## src/design/sdr_pkg.sv

```systemverilog
// constants, types and helper functions for the sdram access core
// Function
// [RULE1] row must be activated before read or write
// [RULE2] access waits activate-to-access time after activate
// [RULE3] same-bank activates need precharge and row-cycle spacing
// [RULE4] different-bank activates need bank-to-bank spacing
// [RULE5] read auto-precharge closes row after burst
// [RULE6] first read word after cas latency
// [RULE7] outputs float after burst; full page wraps
// [RULE8] chained read issued latency-minus-one before last
// [RULE9] read accepted on any cycle after read
// [RULE10] write may follow read data, gap advised
// [RULE11] mask raised three clocks before write
// [RULE12] registered write floats outputs if mask was high
// [RULE13] mask lowered before write, zero input latency
// [RULE14] precharge ends read, latency-minus-one early
// [RULE15] burst terminate ends read, latency-minus-one early
// [RULE16] write data taken from command edge onward
// [RULE17] new write truncates write, owns its data
// [RULE18] read truncating write drops remaining write data
// [RULE19] precharge waits write recovery after last data
// [RULE20] mask high around precharge truncating a write
// [RULE21] no same-bank command before precharge period ends
// [RULE22] terminate ignores its own write data
// [RULE23] read latency programmable as two or three
// [RULE24] burst lengths 1,2,4,8 and sequential full page
// [RULE25] controller tracks open rows and spacing counters
package sdr_pkg;

	// ----------------------------------------------------------------
	// geometry
	// ----------------------------------------------------------------
	localparam int DQ_W = 8;
	localparam int COL_W = 10;
	localparam int ROW_W = 13;
	localparam int BA_W = 2;
	localparam int BANKS = 4;
	localparam int ST_ROW_W = 2;
	localparam int ST_COL_W = 4;
	localparam int ST_AW = BA_W + ST_ROW_W + ST_COL_W;
	localparam int ST_DEPTH = 256;
	localparam int AP_BIT = 10;

	// ----------------------------------------------------------------
	// commands as {ras_n, cas_n, we_n}
	// ----------------------------------------------------------------
	localparam logic [2:0] CMD_ACT = 3'h3;
	localparam logic [2:0] CMD_READ = 3'h5;
	localparam logic [2:0] CMD_WRITE = 3'h4;
	localparam logic [2:0] CMD_PRE = 3'h2;
	localparam logic [2:0] CMD_BST = 3'h6;

	// ----------------------------------------------------------------
	// register port
	// ----------------------------------------------------------------
	localparam int RA_W = 8;
	localparam int RD_W = 32;
	localparam logic [RA_W-1:0] REG_CFG = 8'h00;
	localparam logic [RA_W-1:0] REG_STAT = 8'h04;
	localparam int CFG_W = 10;
	localparam int CFG_BL_LSB = 0;
	localparam int CFG_TYPE_BIT = 3;
	localparam int CFG_CL_LSB = 4;
	localparam int CFG_WSGL_BIT = 9;
	localparam logic [CFG_W-1:0] CFG_RST = 10'h032;
	localparam int STAT_OPEN_LSB = 0;
	localparam int STAT_RD_BIT = 4;
	localparam int STAT_WR_BIT = 5;
	localparam int STAT_BADWR_BIT = 8;
	localparam int STAT_CLOSED_BIT = 9;

	// ----------------------------------------------------------------
	// burst length and latency codes
	// ----------------------------------------------------------------
	localparam logic [2:0] BL_1 = 3'h0;
	localparam logic [2:0] BL_2 = 3'h1;
	localparam logic [2:0] BL_4 = 3'h2;
	localparam logic [2:0] BL_8 = 3'h3;
	localparam logic [2:0] BL_PAGE = 3'h7;
	localparam logic [2:0] CL_2 = 3'h2;

	typedef enum logic [1:0] {
		SDR_IDLE = 2'h0,
		SDR_READ = 2'h1,
		SDR_WRITE = 2'h3
	} sdr_eng_t;

	// ----------------------------------------------------------------
	// burst helpers
	// ----------------------------------------------------------------
	// column bits that wrap inside the burst block
	function automatic logic [COL_W-1:0] sdr_mask(input logic [2:0] bl);
		logic [COL_W-1:0] m;
		m = '0;
		unique case (bl)
			BL_1: m = 10'h000;
			BL_2: m = 10'h001;
			BL_4: m = 10'h003;
			BL_8: m = 10'h007;
			BL_PAGE: m = 10'h3FF;
			default: m = 10'h000;
		endcase
		return m;
	endfunction

	function automatic logic [COL_W-1:0] sdr_col(
		input logic [COL_W-1:0] start,
		input logic [COL_W-1:0] k,
		input logic [2:0] bl,
		input logic ilv
	);
		logic [COL_W-1:0] m;
		logic [COL_W-1:0] lo;
		m = sdr_mask(bl);
		// interleave exists only for fixed lengths
		lo = (ilv && bl != BL_PAGE) ? (start ^ k) : (start + k);
		return (start & ~m) | (lo & m);
	endfunction

	// storage holds a window of each bank; higher bits alias
	function automatic logic [ST_AW-1:0] sdr_idx(
		input logic [BA_W-1:0] b,
		input logic [ROW_W-1:0] r,
		input logic [COL_W-1:0] c
	);
		return {b, r[ST_ROW_W-1:0], c[ST_COL_W-1:0]};
	endfunction

endpackage

```

## src/design/sdr_store.sv

```systemverilog
// flip-flop data array of the sdram core
`timescale 1ns/1ps
`default_nettype none
module sdr_store
	import sdr_pkg::*;
(
	input wire logic clk,
	input wire logic wr_en,
	input wire logic [ST_AW-1:0] wr_idx,
	input wire logic [DQ_W-1:0] wr_data,
	input wire logic [ST_AW-1:0] rd_idx,
	output logic [DQ_W-1:0] rd_data
);

	logic [DQ_W-1:0] mem_ff [ST_DEPTH];
	logic [DQ_W-1:0] nxt_mem [ST_DEPTH];

	// whole-array next value keeps the one-comb, one-ff style
	always_comb begin
		nxt_mem = mem_ff;
		if (wr_en) begin
			nxt_mem[wr_idx] = wr_data;
		end
	end

	// contents are not reset, like real cells
	always_ff @(posedge clk) begin
		mem_ff <= nxt_mem;
	end

	assign rd_data = mem_ff[rd_idx];

endmodule
`default_nettype wire

```

## src/design/sdr_core.sv

```systemverilog
// sdram row activation, read and write burst engine
`timescale 1ns/1ps
`default_nettype none
module sdr_core
	import sdr_pkg::*;
(
	input wire logic clk,
	input wire logic rst,
	input wire logic cs_n,
	input wire logic ras_n,
	input wire logic cas_n,
	input wire logic we_n,
	input wire logic [BA_W-1:0] ba,
	input wire logic [ROW_W-1:0] addr,
	input wire logic dqm,
	input wire logic [DQ_W-1:0] dq_in,
	output logic [DQ_W-1:0] dq_out,
	output logic dq_oe_n,
	input wire logic [RA_W-1:0] reg_addr,
	input wire logic [RD_W-1:0] reg_wdata,
	input wire logic reg_wr,
	input wire logic reg_rd,
	output logic [RD_W-1:0] reg_rdata
);

	// ----------------------------------------------------------------
	// command decode
	// ----------------------------------------------------------------
	logic [2:0] cmd;
	logic is_act;
	logic is_rd;
	logic is_wr;
	logic is_pre;
	logic is_bst;
	logic bank_ok;
	logic rd_go;
	logic wr_go;
	logic wr_bad;
	logic pre_hit;
	logic cont;
	logic last;
	logic eng_end;
	logic [COL_W-1:0] cur_col;
	logic [ST_AW-1:0] cur_idx;
	logic [2:0] wbl;
	logic cl2;
	logic ilv;

	sdr_eng_t eng_ff, nxt_eng;
	logic [BA_W-1:0] ebank_ff, nxt_ebank;
	logic [COL_W-1:0] estart_ff, nxt_estart;
	logic [COL_W-1:0] ek_ff, nxt_ek;
	logic [2:0] ebl_ff, nxt_ebl;
	logic eap_ff, nxt_eap;

	logic [BANKS-1:0] open_ff, nxt_open;
	logic [ROW_W-1:0] row_ff [BANKS];
	logic [ROW_W-1:0] nxt_row [BANKS];

	logic p1_val_ff, nxt_p1_val;
	logic [DQ_W-1:0] p1_dat_ff, nxt_p1_dat;
	logic dqm_d_ff, nxt_dqm_d;
	logic oe_ff, nxt_oe;
	logic [DQ_W-1:0] dq_out_ff, nxt_dq_out;

	logic [CFG_W-1:0] cfg_ff, nxt_cfg;
	logic bad_wr_ff, nxt_bad_wr;
	logic closed_ff, nxt_closed;
	logic [RD_W-1:0] rdata_ff, nxt_rdata;

	logic st_we;
	logic [ST_AW-1:0] st_widx;
	logic [DQ_W-1:0] st_rdata;

	assign cmd = {ras_n, cas_n, we_n};
	assign is_act = !cs_n && cmd == CMD_ACT;
	assign is_rd = !cs_n && cmd == CMD_READ;
	assign is_wr = !cs_n && cmd == CMD_WRITE;
	assign is_pre = !cs_n && cmd == CMD_PRE;
	assign is_bst = !cs_n && cmd == CMD_BST;

	assign cl2 = cfg_ff[CFG_CL_LSB +: 3] == CL_2; // RULE23
	assign ilv = cfg_ff[CFG_TYPE_BIT];
	assign wbl = cfg_ff[CFG_WSGL_BIT] ? BL_1 : cfg_ff[CFG_BL_LSB +: 3];

	// accesses to an idle bank are dropped and flagged
	assign bank_ok = open_ff[ba]; // RULE1
	assign rd_go = is_rd && bank_ok; // RULE9
	// write while read data may still drive, with mask low before it
	assign wr_bad = (oe_ff || p1_val_ff || eng_ff == SDR_READ)
		&& !dqm_d_ff; // RULE12
	assign wr_go = is_wr && bank_ok && !wr_bad; // RULE17
	assign pre_hit = is_pre && (addr[AP_BIT] || ba == ebank_ff);

	// ----------------------------------------------------------------
	// burst engine
	// ----------------------------------------------------------------
	assign cur_col = sdr_col(estart_ff, ek_ff, ebl_ff, ilv); // RULE24
	assign cur_idx = sdr_idx(ebank_ff, row_ff[ebank_ff], cur_col);
	// full page never ends by count; the column simply wraps
	assign last = ebl_ff != BL_PAGE && ek_ff == sdr_mask(ebl_ff); // RULE7
	// terminate, a precharge of its bank or a new access stops the running burst
	assign cont = eng_ff != SDR_IDLE && !rd_go && !wr_go && !is_bst
		&& !pre_hit; // RULE15 RULE14
	assign eng_end = cont && last;

	always_comb begin
		nxt_eng = eng_ff;
		nxt_ebank = ebank_ff;
		nxt_estart = estart_ff;
		nxt_ek = ek_ff;
		nxt_ebl = ebl_ff;
		nxt_eap = eap_ff;
		if (rd_go) begin
			nxt_eng = SDR_READ;
			nxt_ebank = ba;
			nxt_estart = addr[COL_W-1:0];
			nxt_ek = '0;
			nxt_ebl = cfg_ff[CFG_BL_LSB +: 3];
			nxt_eap = addr[AP_BIT]; // RULE5
		end else if (wr_go) begin
			// word zero is stored on the command edge itself
			nxt_ebank = ba;
			nxt_estart = addr[COL_W-1:0];
			nxt_ek = COL_W'(1);
			nxt_ebl = wbl;
			nxt_eap = addr[AP_BIT];
			nxt_eng = (sdr_mask(wbl) == '0) ? SDR_IDLE : SDR_WRITE;
		end else if (!cont) begin
			nxt_eng = SDR_IDLE;
		end else if (last) begin
			nxt_eng = SDR_IDLE;
		end else begin
			nxt_ek = ek_ff + COL_W'(1);
		end
	end

	always_ff @(posedge clk) begin
		if (rst) begin
			eng_ff <= SDR_IDLE;
			ebank_ff <= '0;
			estart_ff <= '0;
			ek_ff <= '0;
			ebl_ff <= BL_1;
			eap_ff <= 1'b0;
		end else begin
			eng_ff <= nxt_eng;
			ebank_ff <= nxt_ebank;
			estart_ff <= nxt_estart;
			ek_ff <= nxt_ek;
			ebl_ff <= nxt_ebl;
			eap_ff <= nxt_eap;
		end
	end

	// ----------------------------------------------------------------
	// bank and row state
	// ----------------------------------------------------------------
	always_comb begin
		nxt_open = open_ff;
		nxt_row = row_ff;
		if (eng_end && eap_ff) begin
			nxt_open[ebank_ff] = 1'b0; // RULE5
		end
		if (wr_go && sdr_mask(wbl) == '0 && addr[AP_BIT]) begin
			nxt_open[ba] = 1'b0;
		end
		if (is_act) begin
			nxt_open[ba] = 1'b1;
			nxt_row[ba] = addr;
		end
		if (is_pre) begin
			if (addr[AP_BIT]) begin
				nxt_open = '0;
			end else begin
				nxt_open[ba] = 1'b0;
			end
		end
	end

	always_ff @(posedge clk) begin
		if (rst) begin
			open_ff <= '0;
			for (int i = 0; i < BANKS; i++) begin
				row_ff[i] <= '0;
			end
		end else begin
			open_ff <= nxt_open;
			row_ff <= nxt_row;
		end
	end

	// ----------------------------------------------------------------
	// write path into storage
	// ----------------------------------------------------------------
	// a read, terminate or precharge of the burst bank on this edge drops the input word
	always_comb begin
		st_we = 1'b0;
		st_widx = cur_idx;
		if (wr_go) begin
			st_we = !dqm; // RULE16 RULE17
			st_widx = sdr_idx(ba, row_ff[ba], addr[COL_W-1:0]);
		end else if (eng_ff == SDR_WRITE && cont) begin
			st_we = !dqm; // RULE18 RULE22 RULE20
		end
	end

	sdr_store u_store (
		.clk(clk),
		.wr_en(st_we),
		.wr_idx(st_widx),
		.wr_data(dq_in),
		.rd_idx(cur_idx),
		.rd_data(st_rdata)
	);

	// ----------------------------------------------------------------
	// read data pipeline and output drive
	// ----------------------------------------------------------------
	// the fetched word is kept even when a read, terminate or precharge ends the burst on this edge,
	// so truncation lands exactly latency-minus-one later
	always_comb begin
		nxt_p1_val = eng_ff == SDR_READ && !is_wr; // RULE8
		nxt_p1_dat = st_rdata;
		nxt_dqm_d = dqm;
		nxt_dq_out = dq_out_ff;
		if (cl2) begin
			nxt_oe = nxt_p1_val; // RULE6
			if (nxt_p1_val) begin
				nxt_dq_out = st_rdata;
			end
		end else begin
			nxt_oe = p1_val_ff && !is_wr; // RULE6
			if (p1_val_ff) begin
				nxt_dq_out = p1_dat_ff;
			end
		end
		// mask sampled one edge earlier gives two clocks of latency
		if (dqm_d_ff) begin
			nxt_oe = 1'b0; // RULE11
		end
		// nothing valid leaves the pins floating
		if (is_wr) begin
			nxt_oe = 1'b0; // RULE12 RULE7
		end
	end

	always_ff @(posedge clk) begin
		if (rst) begin
			p1_val_ff <= 1'b0;
			p1_dat_ff <= '0;
			dqm_d_ff <= 1'b1;
			oe_ff <= 1'b0;
			dq_out_ff <= '0;
		end else begin
			p1_val_ff <= nxt_p1_val;
			p1_dat_ff <= nxt_p1_dat;
			dqm_d_ff <= nxt_dqm_d;
			oe_ff <= nxt_oe;
			dq_out_ff <= nxt_dq_out;
		end
	end

	assign dq_out = dq_out_ff;
	assign dq_oe_n = !oe_ff;

	// ----------------------------------------------------------------
	// register port
	// ----------------------------------------------------------------
	always_comb begin
		nxt_cfg = cfg_ff;
		nxt_bad_wr = bad_wr_ff;
		nxt_closed = closed_ff;
		nxt_rdata = '0;
		if (reg_wr && reg_addr == REG_CFG) begin
			nxt_cfg = reg_wdata[CFG_W-1:0];
		end
		if (reg_wr && reg_addr == REG_STAT) begin
			if (reg_wdata[STAT_BADWR_BIT]) begin
				nxt_bad_wr = 1'b0;
			end
			if (reg_wdata[STAT_CLOSED_BIT]) begin
				nxt_closed = 1'b0;
			end
		end
		// a new event beats a clear in the same cycle
		if (is_wr && bank_ok && wr_bad) begin
			nxt_bad_wr = 1'b1;
		end
		if ((is_rd || is_wr) && !bank_ok) begin
			nxt_closed = 1'b1;
		end
		if (reg_rd && reg_addr == REG_CFG) begin
			nxt_rdata[CFG_W-1:0] = cfg_ff;
		end
		if (reg_rd && reg_addr == REG_STAT) begin
			nxt_rdata[STAT_OPEN_LSB +: BANKS] = open_ff;
			nxt_rdata[STAT_RD_BIT] = eng_ff == SDR_READ;
			nxt_rdata[STAT_WR_BIT] = eng_ff == SDR_WRITE;
			nxt_rdata[STAT_BADWR_BIT] = bad_wr_ff;
			nxt_rdata[STAT_CLOSED_BIT] = closed_ff;
		end
	end

	always_ff @(posedge clk) begin
		if (rst) begin
			cfg_ff <= CFG_RST;
			bad_wr_ff <= 1'b0;
			closed_ff <= 1'b0;
			rdata_ff <= '0;
		end else begin
			cfg_ff <= nxt_cfg;
			bad_wr_ff <= nxt_bad_wr;
			closed_ff <= nxt_closed;
			rdata_ff <= nxt_rdata;
		end
	end

	assign reg_rdata = rdata_ff;

endmodule
`default_nettype wire

```

## config.mk

```make
export PLATFORM = sky130hd
export DESIGN_NAME = sdr_core
export DESIGN_NICKNAME = d
export VERILOG_FILES = /design/src/design/sdr_pkg.sv /design/src/design/sdr_store.sv /design/src/design/sdr_core.sv
export SDC_FILE = /design/constraint.sdc
export NUM_CORES = 2
export LEC_CHECK = 0
export BUFFER_PORTS_ARGS = -buffer_cell sky130_fd_sc_hd__buf_4
export CORE_MARGIN = 4
export CORE_UTILIZATION = 37
export DETAILED_ROUTE_END_ITERATION = 12
export MAX_ROUTING_LAYER = met4
export PLACE_DENSITY = 0.51
export SLEW_MARGIN = 0
export SYNTH_ARGS = -nofsm -noshare
export SYNTH_HDL_FRONTEND = slang
export SYNTH_HIERARCHICAL = 1
export SYNTH_SLANG_ARGS = --single-unit
```

## constraint.sdc

```tcl
create_clock -name clk -period 6.6 [get_ports clk]
set_input_delay 0.66 -clock clk [delete_from_list [all_inputs] [get_ports clk]]
set_output_delay 0.66 -clock clk [all_outputs]
set_load 0.05 [all_outputs]
```

==> metrics list <==
- The flow ran to the end, and the final reports show no timing, DRC or antenna violations.
- Initial antenna violation count: 9
* Average routed wire per standard cell: 28.4 um
- The die is a little under 500 um tall.
- First-pass iteration count of the detailed router: 5
- TritonCTS built the clock tree.
- Number of hold-slack violations in the final timing report: 0
* Setup repair after global routing missed its margin: no
- TritonCTS buffer count: 213
- Fraction of final layout cells with drive strength greater than 1: 0.205
- The clock net in this run drives a total of 2,123 sinks.
* Layout-stage area growth over the synthesis result: 12.8%
- Yosys top cell by area: sky130_fd_sc_hd__edfxtp_1
* Worst slew slack as a fraction of its limit: 0.224
- The via count of the first global-routing pass was 41,700.
- Peak ir drop on the vdd network: between 0.0002 and 0.00025 V
- The core region is ~220,000 um2.
- Max-cap violations in this run came to 0.
* Min cycle time layout: 5370 ps
- Summed over all failing endpoints, the final setup total negative slack is 0 ps.
- After global routing the overflow that remains totals 0.
- After clock tree synthesis, the setup repair step added 0 buffers.
* Clock-pin slew reported for the worst setup and hold paths after clock tree synthesis: 60 ps
* Global-route wire length before repair: 307 mm
- Post-layout nets: 4,461
* Data required time of the worst path: 7350 ps
* Syn Area/Cell: slightly below 20 um2
* Share of the synthesized area in the top cell type: 0.740
- Maximum clock rate: around 0.19 GHz
- For the pin with the worst max-slew slack, the measured transition is 1160 ps.
* Most frequent cell after synthesis: sky130_fd_sc_hd__edfxtp_1
* Via-to-Cell Ratio: about 5.5
- Overall power consumption: between 20 and 30 mW
- The setup path with the least slack is of type reg -> reg.
- In the synthesized netlist the dominant register cell turns out to be sky130_fd_sc_hd__edfxtp_1.
- On the final layout, the worst clock skew is 38.2 ps.
- Data on the critical path arrives at its endpoint at slightly above 6000 ps.
- Maximum number of pins on one net before global-route repair: 166
- Clock insertion delay at the later pin of the skew report: 850 ps
* GPL Wtd Cong: 0.798
- In this run, placement finished with an instance count of 7,137.
* Overall routing resource usage: 0.188
- Setup violations remaining at the end of the flow were counted as 0.
- The Yosys step of the flow raised 6 warnings.
- The max-slew violation total from the final report came to 0.
- For this design the static power due to leakage is 27.7 nW.
- Total Die Area: 232,000 um2
- Path category of the worst min-delay check: in -> reg
- The H-tree was split into 4 levels.
- Number of synthesized flops with an enable pin: roughly 2,000
- STA classifies the critical path endpoint as a register.
* Top cells by instance count after synthesis: sky130_fd_sc_hd__edfxtp_1 (2,048), sky130_fd_sc_hd__mux4_2 (420), sky130_fd_sc_hd__nor2_1 (344)
- Layout Utilization: 0.421
- Kind of launch point of the worst setup path: register
* Row count: 173
- Count of unique library cells instantiated by Yosys: 76
* Clk Tree Root Cell: sky130_fd_sc_hd__clkbuf_16
- During I/O placement, the number of pins put on the boundary was 113.
- For this run, the register share of the synthesized area comes to 0.758.
- Maximum buffer depth of the clock tree: 3
- In this run the cell area of the synthesized design comes to roughly 83,000 um2.
- DRC violation total after the first TritonRoute iteration: between 4,000 and 5,000
* Via count: 41,500
- The initial utilization of the core area, before any placement, comes to 0.373.
* Number of synthesized register bits: 2,123
- Finished Cell Area: 93,700 um2
- Final worst path period share: 0.814
* Antenna-violating nets left: 0
- In the routed design, unresolved DRC markers number 0.
* Filler Cell Count: a little under 20,000
* Total Routed Length: around 210 mm
- Async set-reset flop share out of synthesis: 0
- Die width: 482 um
* Pwr per Cell Area: ~280 nW/um2
- Of all nets on the critical path, the largest fanout is 20.
* Post-synthesis instance total: 4,231
- By area the synthesized netlist is led by sky130_fd_sc_hd__edfxtp_1 (74%), sky130_fd_sc_hd__mux4_2 (11%), sky130_fd_sc_hd__mux2i_1 (2.7%).
- Port Buffer Count: 60
- Number of buffers inserted by hold repair at cts: 7
- Area used by sequential logic in the layout: around 63,000 um2
- The multi-input combinational cells in the finished layout cover a total of 18,700 um2.
* Number of gates resized after CTS: 0
* Estimated wirelength of the detail-placed design: 125 mm
* Placement Cell Area: 87,100 um2
- Cell Count, Final, Fillers Out: roughly 7,500
## critical path: stages, from the launching register on
cell	delay (ps)
sky130_fd_sc_hd__dfxtp_1	490
sky130_fd_sc_hd__ha_1	310
sky130_fd_sc_hd__a21o_1	180
sky130_fd_sc_hd__a21oi_1	170
sky130_fd_sc_hd__xor2_1	80
sky130_fd_sc_hd__or3_1	360
sky130_fd_sc_hd__xnor2_2	270
sky130_fd_sc_hd__buf_4	360
sky130_fd_sc_hd__nor2b_4	670
sky130_fd_sc_hd__buf_4	290
sky130_fd_sc_hd__buf_4	230
sky130_fd_sc_hd__a22o_1	170
sky130_fd_sc_hd__nor3_1	120
sky130_fd_sc_hd__a21oi_1	140
sky130_fd_sc_hd__o21ai_0	300
sky130_fd_sc_hd__a211oi_1	630
sky130_fd_sc_hd__mux2i_1	160
sky130_fd_sc_hd__a211oi_1	300
## power by group
group	internal, mW	switching (mW)
clock	6.32	5.11
sequential	14.8	0.00156
combinational	0.0542	0.306
total	21.1	5.41
## flip-flops by register name, summed over array words and instances, names as in the netlist, 8 cells and up
register / count
u_store/mem_ff: 2048
reg_rdata: 10
dq_out: 8
p1_dat_ff: 8
cfg_ff: 10
ek_ff: 10
row_ff: 8
## cells by family after synthesis
family	share of synthesized area
xor gates and xnor gates	0.000828
other	0.0000451
AOI/OAI and AO/OA	0.0418
adders and majority gates	0.000843
muxes	0.143
DFF	0.758
buffers and inverters	0.0197
and+or+nand+nor	0.0357
## path summary, 6_finish.rpt
kind | from | endpoint | slack [ps] | depth (start not counted)
min reg2reg | dqm_d_ff$_SDFF_PP1_ | oe_ff$_SDFF_PP0_ | 420 | 1
max | ek_ff[1]$_SDFFE_PP0P_ | dq_out[4]$_SDFFE_PP0P_ | 1230 | 17
max reg2reg | ek_ff[1]$_SDFFE_PP0P_ | dq_out[4]$_SDFFE_PP0P_ | 1230 | 17
min | reg_wdata[0] | cfg_ff[0]$_SDFFE_PP0P_ | 70 | 3
## cell type report
class / count / share of cell area
flip-flops and latches: 2123 / 0.672
multi-input cells: 1838 / 0.199
clock buffers: 273 / 0.0595
well taps: 2975 / 0.0397
repair buffers: 192 / 0.0187
clock inverters: 124 / 0.00993
inverters: 16 / 0.000641
diodes: 6 / 0.000160
## per-layer routing
metal / global-route usage / routed length, um / up-vias
met5: - / 0 / -
met4: 0.0452 / 4280 / 0
met3: 0.0271 / 11800 / 252
met2: 0.296 / 104000 / 1226
met1: 0.261 / 94300 / 22300
li1: - / - / 17700
## metrics by stage
| step | setup WS [ps] | hold WS (ps) |
|---|---|---|
| after floorplan | 2960 | 401 |
| final | 1230 | 71.3 |
| after global routing | 1010 | 52.4 |
| after detailed placement | 1230 | 420 |
| after CTS | 1190 | 5.78 |
| after global placement | 1260 | 418 |
## placed cells by master (no fill, tap or decap), drive strengths merged, types with 9 or more instances in the layout
cell type  Yosys  routed
edfxtp      2048    2048
mux4         420     420
nor2         344     344
clkbuf       102     273
mux2i        226     226
buf          173     185
a22oi        144     144
nand2        116     116
a21oi        105     105
clkinv         1     105
dfxtp         75      75
nand3         50      50
o22ai         38      38
o21ai         37      37
o221ai        36      36
nor2b         30      30
a211oi        25      25
inv           15      24
conb           1      22
a221oi        22      22
a22o          21      21
nand2b        14      14
o211ai        14      14
mux2          12      12
nor3b         12      12
nor4b         12      12
nor3          10      10
nand4         10      10
nor4          10      10
bufinv         0       9
(Power assumes the default switching activity.)
